$ cat src/hw/pll_dividers_pkg.sv
// constants, field layout and state carrier for the serial-programmed pll divider block
// assumes a 10 MHz system clock; the serial, chip enable, reference and rf pins arrive asynchronously to it
package pll_dividers_pkg;

  // ---------------------------------------------------------------
  // word and counter widths
  // ---------------------------------------------------------------
  localparam int SHIFT_W = 24;
  localparam int R_W     = 14;
  localparam int N_W     = 13;
  localparam int ADDR_W  = 8;
  localparam int ERR_W   = 8;
  localparam int GOOD_W  = 3;

  // ---------------------------------------------------------------
  // latch field positions
  // ---------------------------------------------------------------
  localparam int SEL_LSB      = 0;
  localparam int R_LSB        = 2;
  localparam int LOCK_PREC    = 20;
  localparam int N_LSB        = 8;
  localparam int CTR_RST_BIT  = 2;
  localparam int PWRDN_BIT    = 3;
  localparam int MUX_LSB      = 4;
  localparam int CP_TRI_BIT   = 8;

  localparam logic [1:0] SEL_REF  = 2'h0;
  localparam logic [1:0] SEL_FB   = 2'h1;
  localparam logic [1:0] SEL_FUNC = 2'h2;
  localparam logic [1:0] SEL_INIT = 2'h3;

  localparam logic [2:0] MUX_LOCK = 3'h1;
  localparam logic [2:0] MUX_FB   = 3'h2;
  localparam logic [2:0] MUX_REF  = 3'h4;

  // ---------------------------------------------------------------
  // lock detect timing
  // ---------------------------------------------------------------
  localparam int CLK_PERIOD_NS  = 100;
  localparam int LOCK_SET_NS    = 15;
  localparam int LOCK_CLR_NS    = 25;
  localparam logic [GOOD_W-1:0] LOCK_RUN_SHORT = 3'h3;
  localparam logic [GOOD_W-1:0] LOCK_RUN_LONG  = 3'h5;

  // ---------------------------------------------------------------
  // register map and reset values
  // ---------------------------------------------------------------
  localparam logic [ADDR_W-1:0] CTRL_OFS   = 8'h00;
  localparam logic [ADDR_W-1:0] STATUS_OFS = 8'h04;
  localparam logic [ADDR_W-1:0] RLAT_OFS   = 8'h08;
  localparam logic [ADDR_W-1:0] NLAT_OFS   = 8'h0c;
  localparam logic [ADDR_W-1:0] FLAT_OFS   = 8'h10;
  localparam logic [ADDR_W-1:0] SHIFT_OFS  = 8'h14;
  localparam logic [SHIFT_W-1:0] LATCH_RST = 24'h000000;
  localparam logic               HOLD_RST  = 1'b0;
  localparam logic [1:0] RESP_OKAY   = 2'h0;
  localparam logic [1:0] RESP_SLVERR = 2'h2;

  typedef struct packed {
    logic [SHIFT_W-1:0] shift;
    logic [SHIFT_W-1:0] refLatch;
    logic [SHIFT_W-1:0] fbLatch;
    logic [SHIFT_W-1:0] funcLatch;
    logic [R_W-1:0]     refCnt;
    logic [N_W-1:0]     fbCnt;
    logic               refPulse;
    logic               fbPulse;
    logic               pfdUp;
    logic               pfdDn;
    logic [ERR_W-1:0]   errCnt;
    logic [GOOD_W-1:0]  goodCnt;
    logic               locked;
    logic               multiplexed_status_output;
    logic               cpUp;
    logic               cpDn;
    logic               cpOe;
    logic               powered;
  } core_s;

  typedef struct packed {
    logic              awHeld;
    logic              wHeld;
    logic [ADDR_W-1:0] awAddr;
    logic [31:0]       wData;
    logic              wByte0;
    logic              bValid;
    logic [1:0]        bResp;
    logic              rValid;
    logic [31:0]       rData;
    logic [1:0]        rResp;
    logic              counterHold;
  } bus_s;

endpackage : pll_dividers_pkg

$ cat src/hw/pll_dividers.sv
// digital section of a phase detector / synthesizer: serial load, latches, dividers, pfd
// assumes serial pins, chip enable, reference and rf inputs are asynchronous and far
// slower than sys_clk; an axi4-lite master sits on the register side
// Operation
// - every serial clock rising edge shifts the data bit into the 24-bit register
// - load strobe rising copies the shift register into one of four latches (the code keeps three: select 11 also loads the function latch)
// - chip enable low powers down and three-states the charge pump
// - chip enable high powers up only if the power-down bit is clear
// - mux output shows lock detect, divided feedback or divided reference
// - feedback divider is 13-bit, ratio 1 through 8191
// - reference divider is 14-bit, ratio 1 through 16383
// - phase detector compares reference over R against feedback over N
// - power-down disconnects the reference buffer; normally it stays connected
// - select 00 reference, 01 feedback, 10 function, 11 initialization latch
//
// Our own choices: the AXI4-Lite interface to the registers and the register offsets.
`timescale 1ns/1ps
module pll_dividers
  import pll_dividers_pkg::*;
(
  input  wire logic              sys_clk,
  input  wire logic              nrst,
  input  wire logic              serialClk,
  input  wire logic              serialData,
  input  wire logic              latchLoadStrobe,
  input  wire logic              chipEnable,
  input  wire logic              referenceInput,
  input  wire logic              rfInput,
  output logic                   chargePumpUp,
  output logic                   chargePumpDown,
  output logic                   chargePumpOe,
  output logic                   referenceBufferConnect,
  output logic                   multiplexedStatusOutput,
  output logic                   poweredUp,
  input  wire logic [ADDR_W-1:0] s_axi_awaddr,
  input  wire logic              s_axi_awvalid,
  output logic                   s_axi_awready,
  input  wire logic [31:0]       s_axi_wdata,
  input  wire logic [3:0]        s_axi_wstrb,
  input  wire logic              s_axi_wvalid,
  output logic                   s_axi_wready,
  output logic [1:0]             s_axi_bresp,
  output logic                   s_axi_bvalid,
  input  wire logic              s_axi_bready,
  input  wire logic [ADDR_W-1:0] s_axi_araddr,
  input  wire logic              s_axi_arvalid,
  output logic                   s_axi_arready,
  output logic [31:0]            s_axi_rdata,
  output logic [1:0]             s_axi_rresp,
  output logic                   s_axi_rvalid,
  input  wire logic              s_axi_rready
);

  // ---------------------------------------------------------------
  // pin synchronisers
  // ---------------------------------------------------------------
  // bit order: 0 sclk, 1 data, 2 strobe, 3 ce, 4 ref, 5 rf
  logic [5:0] pinMeta;
  logic [5:0] pinSync;
  logic [5:0] pinPrev;

  always_ff @(posedge sys_clk) begin
    if (!nrst) begin
      pinMeta <= 6'h00;
      pinSync <= 6'h00;
      pinPrev <= 6'h00;
    end else begin
      pinMeta <= {rfInput, referenceInput, chipEnable, latchLoadStrobe, serialData, serialClk};
      pinSync <= pinMeta;
      pinPrev <= pinSync;
    end
  end

  wire sclkRise   = pinSync[0] & ~pinPrev[0];
  wire strobeRise = pinSync[2] & ~pinPrev[2];
  wire ceSync     = pinSync[3];
  wire refRise    = pinSync[4] & ~pinPrev[4];
  wire rfRise     = pinSync[5] & ~pinPrev[5];

  core_s core_q;
  core_s core_d;
  bus_s  bus_q;
  bus_s  bus_d;
  // ---------------------------------------------------------------
  // core: serial load, dividers, pfd, lock detect
  // ---------------------------------------------------------------
  logic              holdCounters;
  logic              upNext;
  logic              dnNext;
  wire [R_W-1:0]     refRatio   = core_q.refLatch[R_LSB +: R_W];
  wire [N_W-1:0]     fbRatio    = core_q.fbLatch[N_LSB +: N_W];
  // ratio 0 is not a legal setting; treated as divide-by-one
  wire [R_W-1:0]     refRatioM1 = (refRatio == '0) ? '0 : refRatio - R_W'(1);
  wire [N_W-1:0]     fbRatioM1  = (fbRatio == '0) ? '0 : fbRatio - N_W'(1);
  wire [2:0]         muxSel     = core_q.funcLatch[MUX_LSB +: 3];
  wire [GOOD_W-1:0]  goodNeed   = core_q.refLatch[LOCK_PREC] ? LOCK_RUN_LONG : LOCK_RUN_SHORT;

  always_comb begin
    core_d = core_q;
    if (sclkRise) begin
      core_d.shift = {core_q.shift[SHIFT_W-2:0], pinSync[1]};
    end
    if (strobeRise) begin
      unique case (core_q.shift[SEL_LSB +: 2])
        SEL_REF:  core_d.refLatch  = core_q.shift;
        SEL_FB:   core_d.fbLatch   = core_q.shift;
        SEL_FUNC: core_d.funcLatch = core_q.shift;
        SEL_INIT: core_d.funcLatch = core_q.shift;
      endcase
    end
    core_d.powered = ceSync & ~core_q.funcLatch[PWRDN_BIT];
    holdCounters = ~core_q.powered | core_q.funcLatch[CTR_RST_BIT] | bus_q.counterHold;
    core_d.refPulse = 1'b0;
    core_d.fbPulse  = 1'b0;
    if (holdCounters) begin
      core_d.refCnt = '0;
      core_d.fbCnt  = '0;
    end else begin
      if (refRise && core_q.refCnt >= refRatioM1) begin
        core_d.refCnt   = '0;
        core_d.refPulse = 1'b1;
      end else if (refRise) begin
        core_d.refCnt = core_q.refCnt + R_W'(1);
      end
      if (rfRise && core_q.fbCnt >= fbRatioM1) begin
        core_d.fbCnt   = '0;
        core_d.fbPulse = 1'b1;
      end else if (rfRise) begin
        core_d.fbCnt = core_q.fbCnt + N_W'(1);
      end
    end
    // both flags set means the edges met: clear together, score the gap
    upNext = core_q.pfdUp | core_q.refPulse;
    dnNext = core_q.pfdDn | core_q.fbPulse;
    if (upNext & dnNext) begin
      core_d.pfdUp  = 1'b0;
      core_d.pfdDn  = 1'b0;
      core_d.errCnt = '0;
      if (32'(core_q.errCnt) * CLK_PERIOD_NS > LOCK_CLR_NS) begin
        core_d.goodCnt = '0;
        core_d.locked  = 1'b0;
      end else if (32'(core_q.errCnt) * CLK_PERIOD_NS < LOCK_SET_NS) begin
        if (core_q.goodCnt + GOOD_W'(1) >= goodNeed) begin
          core_d.locked = 1'b1;
        end else begin
          core_d.goodCnt = core_q.goodCnt + GOOD_W'(1);
        end
      end
    end else begin
      core_d.pfdUp  = upNext;
      core_d.pfdDn  = dnNext;
      if ((upNext | dnNext) && core_q.errCnt != '1) begin
        core_d.errCnt = core_q.errCnt + ERR_W'(1);
      end
    end
    if (holdCounters) begin
      core_d.pfdUp   = 1'b0;
      core_d.pfdDn   = 1'b0;
      core_d.errCnt  = '0;
      core_d.goodCnt = '0;
      core_d.locked  = 1'b0;
    end
    core_d.cpOe = core_q.powered & ~core_q.funcLatch[CP_TRI_BIT];
    core_d.cpUp = core_d.pfdUp & core_d.cpOe;
    core_d.cpDn = core_d.pfdDn & core_d.cpOe;
    unique case (muxSel)
      MUX_LOCK: core_d.multiplexed_status_output = core_d.locked;
      MUX_FB:   core_d.multiplexed_status_output = core_d.fbPulse;
      MUX_REF:  core_d.multiplexed_status_output = core_d.refPulse;
      default:  core_d.multiplexed_status_output = 1'b0;
    endcase
  end

  always_ff @(posedge sys_clk) begin
    if (!nrst) begin
      core_q <= '{refLatch: LATCH_RST, fbLatch: LATCH_RST, funcLatch: LATCH_RST, default: '0};
    end else begin
      core_q <= core_d;
    end
  end

  assign chargePumpUp            = core_q.cpUp;
  assign chargePumpDown          = core_q.cpDn;
  assign chargePumpOe            = core_q.cpOe;
  assign referenceBufferConnect  = core_q.powered;
  assign poweredUp               = core_q.powered;
  assign multiplexedStatusOutput = core_q.multiplexed_status_output;

  // ---------------------------------------------------------------
  // axi4-lite slave
  // ---------------------------------------------------------------
  function automatic logic regHit(input logic [ADDR_W-1:0] a);
    regHit = (a == CTRL_OFS) || (a == STATUS_OFS) || (a == RLAT_OFS) ||
             (a == NLAT_OFS) || (a == FLAT_OFS) || (a == SHIFT_OFS);
  endfunction : regHit
  logic [31:0] readMux;
  always_comb begin
    bus_d = bus_q;
    unique case (s_axi_araddr)
      CTRL_OFS:   readMux = {31'h0, bus_q.counterHold};
      STATUS_OFS: readMux = {26'h0, core_q.locked, core_q.cpOe, core_q.pfdDn,
                             core_q.pfdUp, core_q.multiplexed_status_output, core_q.powered};
      RLAT_OFS:   readMux = {8'h00, core_q.refLatch};
      NLAT_OFS:   readMux = {8'h00, core_q.fbLatch};
      FLAT_OFS:   readMux = {8'h00, core_q.funcLatch};
      SHIFT_OFS:  readMux = {8'h00, core_q.shift};
      default:    readMux = 32'h00000000;
    endcase
    if (s_axi_awvalid && s_axi_awready) begin
      bus_d.awHeld = 1'b1;
      bus_d.awAddr = s_axi_awaddr;
    end
    if (s_axi_wvalid && s_axi_wready) begin
      bus_d.wHeld  = 1'b1;
      bus_d.wData  = s_axi_wdata;
      bus_d.wByte0 = s_axi_wstrb[0];
    end
    if (bus_q.awHeld && bus_q.wHeld && !bus_q.bValid) begin
      bus_d.awHeld = 1'b0;
      bus_d.wHeld  = 1'b0;
      bus_d.bValid = 1'b1;
      bus_d.bResp  = regHit(bus_q.awAddr) ? RESP_OKAY : RESP_SLVERR;
      if (bus_q.awAddr == CTRL_OFS && bus_q.wByte0) begin
        bus_d.counterHold = bus_q.wData[0];
      end
    end
    if (bus_q.bValid && s_axi_bready) begin
      bus_d.bValid = 1'b0;
    end
    if (s_axi_arvalid && s_axi_arready) begin
      bus_d.rValid = 1'b1;
      bus_d.rData  = readMux;
      bus_d.rResp  = regHit(s_axi_araddr) ? RESP_OKAY : RESP_SLVERR;
    end else if (bus_q.rValid && s_axi_rready) begin
      bus_d.rValid = 1'b0;
    end
  end

  always_ff @(posedge sys_clk) begin
    if (!nrst) begin
      bus_q <= '{counterHold: HOLD_RST, default: '0};
    end else begin
      bus_q <= bus_d;
    end
  end

  // ready flops mirror the hold flags so every bus output comes from a register
  always_ff @(posedge sys_clk) begin
    if (!nrst) begin
      s_axi_awready <= 1'b0;
      s_axi_wready  <= 1'b0;
      s_axi_arready <= 1'b0;
    end else begin
      s_axi_awready <= ~bus_d.awHeld & ~bus_d.bValid;
      s_axi_wready  <= ~bus_d.wHeld & ~bus_d.bValid;
      s_axi_arready <= ~bus_d.rValid;
    end
  end

  assign s_axi_bvalid = bus_q.bValid;
  assign s_axi_bresp  = bus_q.bResp;
  assign s_axi_rvalid = bus_q.rValid;
  assign s_axi_rdata  = bus_q.rData;
  assign s_axi_rresp  = bus_q.rResp;
endmodule : pll_dividers

$ cat config.mk
export PLATFORM = sky130hd
export DESIGN_NAME = pll_dividers
export DESIGN_NICKNAME = d
export VERILOG_FILES = /design/src/hw/pll_dividers_pkg.sv /design/src/hw/pll_dividers.sv
export SDC_FILE = /design/constraint.sdc
export NUM_CORES = 1
export LEC_CHECK = 0
export BUFFER_PORTS_ARGS = -buffer_cell sky130_fd_sc_hd__buf_2
export CORE_ASPECT_RATIO = 1.2
export CORE_MARGIN = 2
export CORE_UTILIZATION = 61
export CTS_CLUSTER_SIZE = 40
export DETAILED_ROUTE_END_ITERATION = 16
export PLACE_DENSITY = 0.86
export SYNTH_ARGS = -nofsm -noshare
export SYNTH_HDL_FRONTEND = slang
export SYNTH_SLANG_ARGS = --single-unit
$ cat constraint.sdc
create_clock -name sys_clk -period 7.5 [get_ports sys_clk]
set_input_delay 1.125 -clock sys_clk [delete_from_list [all_inputs] [get_ports sys_clk]]
set_output_delay 1.125 -clock sys_clk [all_outputs]
set_load 0.03 [all_outputs]
# Yosys cells after proc, flatten, opt, wreduce, memory -nomap -nowiden
# Index checks and enable logic that the tools add are counted.
# Widths: inputs -> output; s select.
# word_totals
output_inout_bits	47
ramBits	0
mem_count	0
latchBits	0
reg_bits	216
romBits	0
word_cells	156
# op_classes
order_cmp	5
n_addsub	6
n_eq_ne	18
reduce_logical	38
shifts	0
n_div	0
bitwise	28
multipliers	1
muxes	25
# op_table
op	count
$pmux 24 s6	1
$eq 8x4->1 const B	4
$eq 8x5->1 const B	4
$mux 14	2
$eq 8x3->1 const B	2
$logic_not 8->1	2
$gt 15x5->1 const B	1
$lt 15x4->1 const B	1
$add 14x1->14 const B	1
$ge 14x14->1	1
$logic_not 14->1	1
$sub 14x1->14 const B	1
$add 13x1->13 const B	1
$ge 13x13->1	1
$logic_not 13->1	1
$mul 8x5->13 const B	1
$mux 13	1
$sub 13x1->13 const B	1
$mux 4	3
$not 1->1	12
$and 1x1->1	11
$logic_and 1x1->1	11
$logic_or 1x1->1	10
$mux 10	1
23 further kinds	46

# Logic depth before layout (Yosys ltp)
# Gate-level depths: netlist of run 1.
# depth
word_depth	11
depth_mapped	17

# Worst setup path after synthesis of run 1
# No wires, ideal clock.
# synth_path
kind	reg-to-reg
from	reg core_q[98] in the netlist's numbering
to	reg core_q[37] in the netlist's numbering
n_path_buf	1
path_stages_with_launch	17
setup_time_ps	128
arrival_ps	3524
setup_slack_ps	3849
synth_period_minus_slack_ps	3651
required_ps	7372
cell_sequence	dfxtp_1 > inv_1 > ha_1 > nand2_1 > or3_4 > or4_4 > or3_4 > and2_1 > ha_1 > nand2b_1 > a21o_1 > a221oi_1 > o311ai_0 > nand2_1 > nand2_1 > clkbuf_1 > nor2_1
# synth_via
elab_chain_len	5
elab_cells_between_ends	6
# synth_rtl
element	line_no	text
start, declared	pll_dividers.sv:80	core_s core_q;
start signal, assigned	pll_dividers.sv:178	core_q <= core_d;
$sub 14x1->14 or $logic_not 14->1 (tied branches)	pll_dividers.sv:93	wire [R_W-1:0] refRatioM1 = (refRatio == '0) ? '0 : refRatio - R_W'(1);
$mux 14 *	pll_dividers.sv:93	
$ge 14x14->1 *	pll_dividers.sv:119	if (refRise && core_q.refCnt >= refRatioM1) begin
$logic_and 1x1->1 *	pll_dividers.sv:119	
$reduce_or 3->1 (no line) *	-	
# Every way passes the cells marked *; elsewhere a longest branch is shown, timed or not.
# A chain may end at the register's enable or synchronous reset.

# Worst setup path in the final report of run 1
# layout_path
from	reg core_q[98] in the netlist's numbering
to	reg core_q[43] in the netlist's numbering
# The elaborated chain is that of the path after synthesis.

==> results of run 1 <==
## report_power, final
part           leakage, nW  switching, mW  internal [mW]
clock                0.341          0.436          0.629
sequential            1.65        0.00548           1.09
combinational         2.21         0.0546         0.0185
## registers in the layout, indices dropped and copies added (netlist names)
name and flops:
chargePumpUp 1, s_axi_awready 1, pinPrev 4, pinSync 6, core_q 139, bus_q 13
s_axi_rdata 24, s_axi_rresp 1, pinMeta 6, poweredUp 1, chargePumpOe 1, s_axi_arready 1
chargePumpDown 1, s_axi_wready 1, s_axi_bvalid 1, s_axi_bresp 1, multiplexedStatusOutput 1, s_axi_rvalid 1
## worst min-delay path by stage
| stage | depth (start not counted) | slack (ps) | end |
|---|---|---|---|
| floorplan | 2 | 400 | poweredUp |
| global placement | 2 | 410 | poweredUp |
| global route | 2 | 450 | poweredUp |
| detailed placement | 2 | 410 | poweredUp |
| finish | 2 | 410 | poweredUp |
| CTS | 2 | 410 | poweredUp |
## worst min-delay path: stages (launching register included)
cell     delay (ps)
dfxtp_1         290
nand2_1          50
nor2_1           30
## routing by layer
| metal | GRT usage | vias up |
|---|---|---|
| met5 | 0 | - |
| met4 | 0.0747 | 0 |
| met3 | 0.0306 | 44 |
| met2 | 0.454 | 301 |
| met1 | 0.311 | 3901 |
| li1 | - | 4167 |
## cell usage after synthesis (18+ instances only)
cell type	count	area (um2)
dfxtp_1	204	4080
nor2_1	101	379
xnor2_1	18	158
nand3_1	25	125
inv_1	21	78.8
a222oi_1	23	230
nand2_1	286	1070
clkbuf_1	47	176
a21oi_1	166	831
and2_1	21	131
buf_4	40	300
ha_1	63	788
xor2_1	33	289
## kinds of logic (layout without fill, tap and decap cells)
family                   count (synthesis)  in the layout  synth area share
AO/OA/AOI/OAI                          247            247             0.148
multiplexers                             8              8           0.00819
adder cells (fa/ha/maj)                 66             66            0.0855
AND/OR/NAND/NOR                        529            529             0.238
buffers and inverters                  121            130            0.0635
other                                    1             10          0.000378
flip-flops                             204            204             0.411
XOR/XNOR                                51             51            0.0450
## layout make-up
type / instances / area share
Inverter: 22 / 0.00778
Timing Repair Buffer: 71 / 0.0339
Clock inverter: 15 / 0.0156
Multi-Input combinational cell: 911 / 0.489
Tap cell: 212 / 0.0246
Clock buffer: 22 / 0.0500
Sequential cell: 204 / 0.379
## metrics by stage
stage	util	instance area [um2]	hold WS, ps	total power, mW
5_1_grt	0.670	10800	451	2.31
3_3_place_gp	0.626	10100	410	1.19
6_report	0.670	10800	410	2.24
3_5_place_dp	0.626	10100	410	1.20
2_1_floorplan	-	9960	404	1.18
4_1_cts	0.670	10800	414	2.25
==> flow_metrics.env, run 1 <==
export IMPL_status="finished clean"
export IMPL_start_util=0.617
export IMPL_period_needed_ps=4170
export IMPL_final_cell_mix="nand2_1 (286), dfxtp_1 (204), a21oi_1 (166)"
export IMPL_die_w_um=120
export IMPL_drc_errors=0
export IMPL_setup_viol=0
export IMPL_reg2reg_depth=15
export IMPL_post_cts_buffers=0
export IMPL_r2r_slack_ps=3330
export IMPL_powerDensity_mw_per_mm2=208
export IMPL_drv_cap=0
export IMPL_antenna_left=0
export IMPL_cts_buffers=21
export IMPL_drv_slew=0
export IMPL_syn_inst=1227
export IMPL_crit_arrival_ps=4530
export IMPL_dr_pass1_iters=9
export IMPL_multiInputGateArea_mm2=0.00527
export IMPL_hp_start="pinSync[3]"
export IMPL_nFillCells=1312
export IMPL_drt_iter0_markers=780
export IMPL_die_area_mm2=0.0173
export IMPL_final_common_cell="nand2_1"
export IMPL_setup_ws_ps=3330
export IMPL_worstMarginPinSlew_ps=1110
export IMPL_holdBufCountCts=0
export IMPL_slowest_stage="o311ai_0"
export IMPL_top_layer_used="met4"
export IMPL_via_count=8413
export IMPL_place_ws_ps=3350
export IMPL_grt_usage=0.251
export IMPL_clock_skew_ps=10.8
export IMPL_antenna_found_initial=0
export IMPL_tns_ps=0
export IMPL_postRouteWirelength_mm=22.0
export IMPL_ioPinCount=112
export IMPL_netlist_area_mm2=0.00993
export IMPL_hold_viol_final=0
export IMPL_wl_met3_mm=1.39
export IMPL_endpoint="core_q[43]"
export IMPL_clkTransAtPathRegs_ps=60
export IMPL_vdd_drop_max_uv=181
export IMPL_r2r_end="core_q[43]"
export IMPL_fin_crit_sh=0.556
export IMPL_timing_rr_start="core_q[98]"
export IMPL_ff_latch_area_mm2=0.00408
export IMPL_placed_cells=1420
export IMPL_dr_wl_met2_mm=11.0
export IMPL_cp_common_cell="nand2_1"
export IMPL_p_leak_nw=4.20
export IMPL_clock_path_buffers=3
export IMPL_wire_per_inst_um=15.1
export IMPL_drive_gt1_frac=0.0980
export IMPL_cts_sinks=204
export IMPL_ctsHtreeMaxLevel=1
export IMPL_critPathKind="reg2reg"
export IMPL_startpoint="core_q[98]"
export IMPL_ys_seq_elements=204
export IMPL_routabilityCongestion=0.827
export IMPL_cp_start_kind="flop"
export IMPL_io_buffers=67
export IMPL_slowest_delay_ps=620
export IMPL_path_depth=15
export IMPL_drt_vias_per_instance=5.77
export IMPL_cts_root_buf="clkbuf_16"
export IMPL_antenna_cells=0
export IMPL_synth_cell_types=59
export IMPL_ys_flop_type="dfxtp_1"
export IMPL_yosysWarnings=0
export IMPL_cp_buffers_inverters=1
export IMPL_avgSynthCellArea_um2=8.09
export IMPL_grt_max_degree=91
export IMPL_num_rows=51
export IMPL_cts_resized=0
export IMPL_num_nets_final=1362
export IMPL_clkLatencyLatePin_ps=500
export IMPL_endpoint_kind="flop"
export IMPL_grt_pass1_vias=7836
export IMPL_path_cells="inv_1 > ha_1 > nand2_1 > or3_4 > or4_4 > or3_4 > and2_1 > ha_1 > nand2b_1 > a21o_1 > a221oi_1 > o311ai_0 > nand2_1 > nand2_1 > nor2_1"
export IMPL_fin_cells=1457
export IMPL_fmax_ghz=0.240
export IMPL_synth_async_reset_ratio=0
export IMPL_dp_hpwl_mm=14.4
export IMPL_cts_tree="done"
export IMPL_grt_pass1_wl_mm=36.2
export IMPL_ys_seq_area_frac=0.411
export IMPL_worstPathMaxFanout=12
export IMPL_hold_class="reg2reg"
export IMPL_worstPathRequired_ps=7870
export IMPL_synth_edff_count=0
export IMPL_drt_met1_wl_mm=9.05
export IMPL_dieHeight_um=144
export IMPL_slew_headroom=0.258
export IMPL_area_growth_syn_to_layout_pct=8.57
export IMPL_coreArea_mm2=0.0161
export IMPL_gr_total_overflow=0
export IMPL_rsz0062_at_grt="false"
export IMPL_crit_family="simple AND/OR/NAND/NOR gates"
Note: power is estimated with default switching activity, not from simulation.
==> inputs of run 2 (changes only) <==
- CORE_UTILIZATION: 61 -> 59
- PLACE_DENSITY: 0.86 -> 0.83
- clock period: 7.5 -> 4.1 ns (I/O delays scaled with it)
==> run 2 against run 1 <==
Effect of this change:
- total power increased by 82%
- design area increased by 0.84%
- sequential share of layout area decreased by 0.31 points
- hold slack got worse by 90 ps
- worst setup slack got worse by 3100 ps
- cell count increased by 0.82%
- largest cell class unchanged
==> flow_metrics.env, run 2 (synthesis results as in run 1) <==
export IMPL_fin_cells=1469
export IMPL_cp_start_kind="flop"
export IMPL_timing_rr_start="core_q[98]"
export IMPL_fin_crit_sh=0.942
export IMPL_powerDensity_mw_per_mm2=376
export IMPL_dieHeight_um=146
export IMPL_clkTransAtPathRegs_ps=60
export IMPL_grt_use_met1=0.319
export IMPL_via_count=8429
export IMPL_dp_hpwl_mm=14.7
export IMPL_period_needed_ps=3860
export IMPL_critPathKind="reg2reg"
export IMPL_cts_root_buf="clkbuf_16"
export IMPL_area_growth_syn_to_layout_pct=9.48
export IMPL_placed_cells=1429
export IMPL_clkLatencyLatePin_ps=500
export IMPL_final_cell_mix="nand2_1 (286), dfxtp_1 (204), a21oi_1 (166)"
export IMPL_power_frac_clock=0.474
export IMPL_path_cells="inv_1 > ha_1 > nand2_1 > or3_4 > or4_4 > or3_4 > and2_1 > ha_1 > nand2b_1 > a21o_1 > a221oi_1 > o311ai_0 > buf_4 > nand2_1 > nand2_1 > buf_12 > nor2_1"
export IMPL_post_cts_buffers=0
export IMPL_ioPinCount=112
export IMPL_clock_skew_ps=17.0
export IMPL_rsz0062_at_grt="false"
export IMPL_cts_buffers=22
export IMPL_drt_vias_per_instance=5.74
export IMPL_cts_resized=0
export IMPL_power_internal_mw=3.19
export IMPL_worstPathRequired_ps=4530
export IMPL_antenna_left=0
export IMPL_reg2reg_depth=17
export IMPL_ctsHtreeMaxLevel=1
export IMPL_crit_family="simple AND/OR/NAND/NOR gates"
export IMPL_io_buffers=67
export IMPL_worstPathMaxFanout=12
export IMPL_drt_iter0_markers=719
export IMPL_comb_power_share=0.033
export IMPL_hp_start="serialData"
export IMPL_r2r_slack_ps=240
export IMPL_setup_viol=0
export IMPL_coreArea_mm2=0.0163
export IMPL_grt_pass1_wl_mm=36.5
export IMPL_grt_busiest_layer="met2"
export IMPL_cts_sinks=204
export IMPL_dr_pass1_iters=7
export IMPL_cp_common_cell="nand2_1"
export IMPL_r2r_end="core_q[47]"
export IMPL_slowest_delay_ps=450
export IMPL_endpoint_kind="flop"
export IMPL_slew_headroom=0.261
export IMPL_whs_endpoint="pinMeta[1]"
export IMPL_slowest_stage="or4_4"
export IMPL_p_leak_nw=4.25
export IMPL_p_seq_frac=0.493
export IMPL_holdBufCountCts=0
export IMPL_holdPathStages=2
export IMPL_drc_errors=0
export IMPL_grt_max_degree=71
export IMPL_drive_gt1_frac=0.102
export IMPL_wire_per_inst_um=15.0
export IMPL_switchingPower_uw=894
export IMPL_status="finished clean"
export IMPL_num_nets_final=1372
export IMPL_hold_viol_final=0
export IMPL_hold_class="in2reg"
export IMPL_postRouteWirelength_mm=22.0
export IMPL_num_rows=51
export IMPL_gr_total_overflow=0
export IMPL_die_w_um=122
export IMPL_routabilityCongestion=0.840
export IMPL_die_area_mm2=0.0179
export IMPL_cts_tree="done"
export IMPL_grt_usage=0.242
export IMPL_drv_cap=0
export IMPL_grtUsageMet2=0.417
export IMPL_worstMarginPinSlew_ps=1110
export IMPL_cp_buffers_inverters=3
export IMPL_antenna_found_initial=0
export IMPL_final_common_cell="nand2_1"
export IMPL_fmax_ghz=0.259
export IMPL_start_util=0.608
export IMPL_grt_pass1_vias=7964
export IMPL_nFillCells=1323
export IMPL_switching_share=0.219
export IMPL_antenna_cells=0
export IMPL_top_register="core_q"
export IMPL_largest_reg_flops=139
export IMPL_crit_arrival_ps=4290
export IMPL_grtUsageMet3=0.0324
export IMPL_vdd_drop_max_uv=326
export IMPL_tns_ps=0
export IMPL_clock_path_buffers=3
export IMPL_drv_slew=0
-- run 2: power by group through the flow --
stage	registers [mW]	clock network (mW)	logic [mW]
floorplan	2.06	0	0.0952
global placement	2.05	0	0.134
detailed placement	2.05	0	0.136
CTS	2.01	1.96	0.136
global route	2.01	2.05	0.149
finish	2.01	1.93	0.137
-- run 2: worst register-to-register path, delay by kind of cell, from the launching register on --
kind                       cells  cell delay [ps]
AOI/OAI and AO/OA              3              610
buffers and inverters          3              450
DFF                            1              350
and+or+nand+nor                9             1940
adders and majority gates      2              470
-- run 2: how the worst max path moves through the flow --
| stage | from | to | slack, ps | depth (start not counted) |
|---|---|---|---|---|
| floorplan | core_q[98] | core_q[37] | 450 | 16 |
| global placement | core_q[98] | core_q[45] | 320 | 17 |
| detailed placement | core_q[98] | core_q[47] | 200 | 17 |
| CTS | core_q[98] | core_q[47] | 190 | 17 |
| global route | core_q[98] | core_q[38] | 10 | 17 |
| finish | core_q[98] | core_q[47] | 240 | 17 |
-- run 2: final cells by class --
type | count | area [um2] | share of cell area
multi-input combinational | 911 | 5280 | 0.485
timing repair buffer | 80 | 445 | 0.0410
sequential | 204 | 4080 | 0.376
clock buffer | 33 | 643 | 0.0592
clock inverter | 7 | 68.8 | 0.00633
tap | 212 | 265 | 0.0244
inverter | 22 | 85.1 | 0.00783
-- run 2: metrics by stage --
stage | hold slack, ps | util | area, um2 | setup WS, ps | power, mW
3_5_place_dp | 410 | 0.621 | 10200 | 203 | 2.19
5_1_grt | 330 | 0.665 | 10900 | 10.1 | 4.21
6_report | 320 | 0.665 | 10900 | 239 | 4.08
3_3_place_gp | 408 | 0.621 | 10200 | 315 | 2.19
4_1_cts | 313 | 0.665 | 10900 | 190 | 4.11
2_1_floorplan | 404 | - | 9960 | 449 | 2.16
-- run 2: per-layer routing --
layer | share of wire | routed length (um)
met1 | 0.42 | 9230
met2 | 0.49 | 10800
met3 | 0.071 | 1560
met4 | 0.016 | 357
met5 | 0 | 0
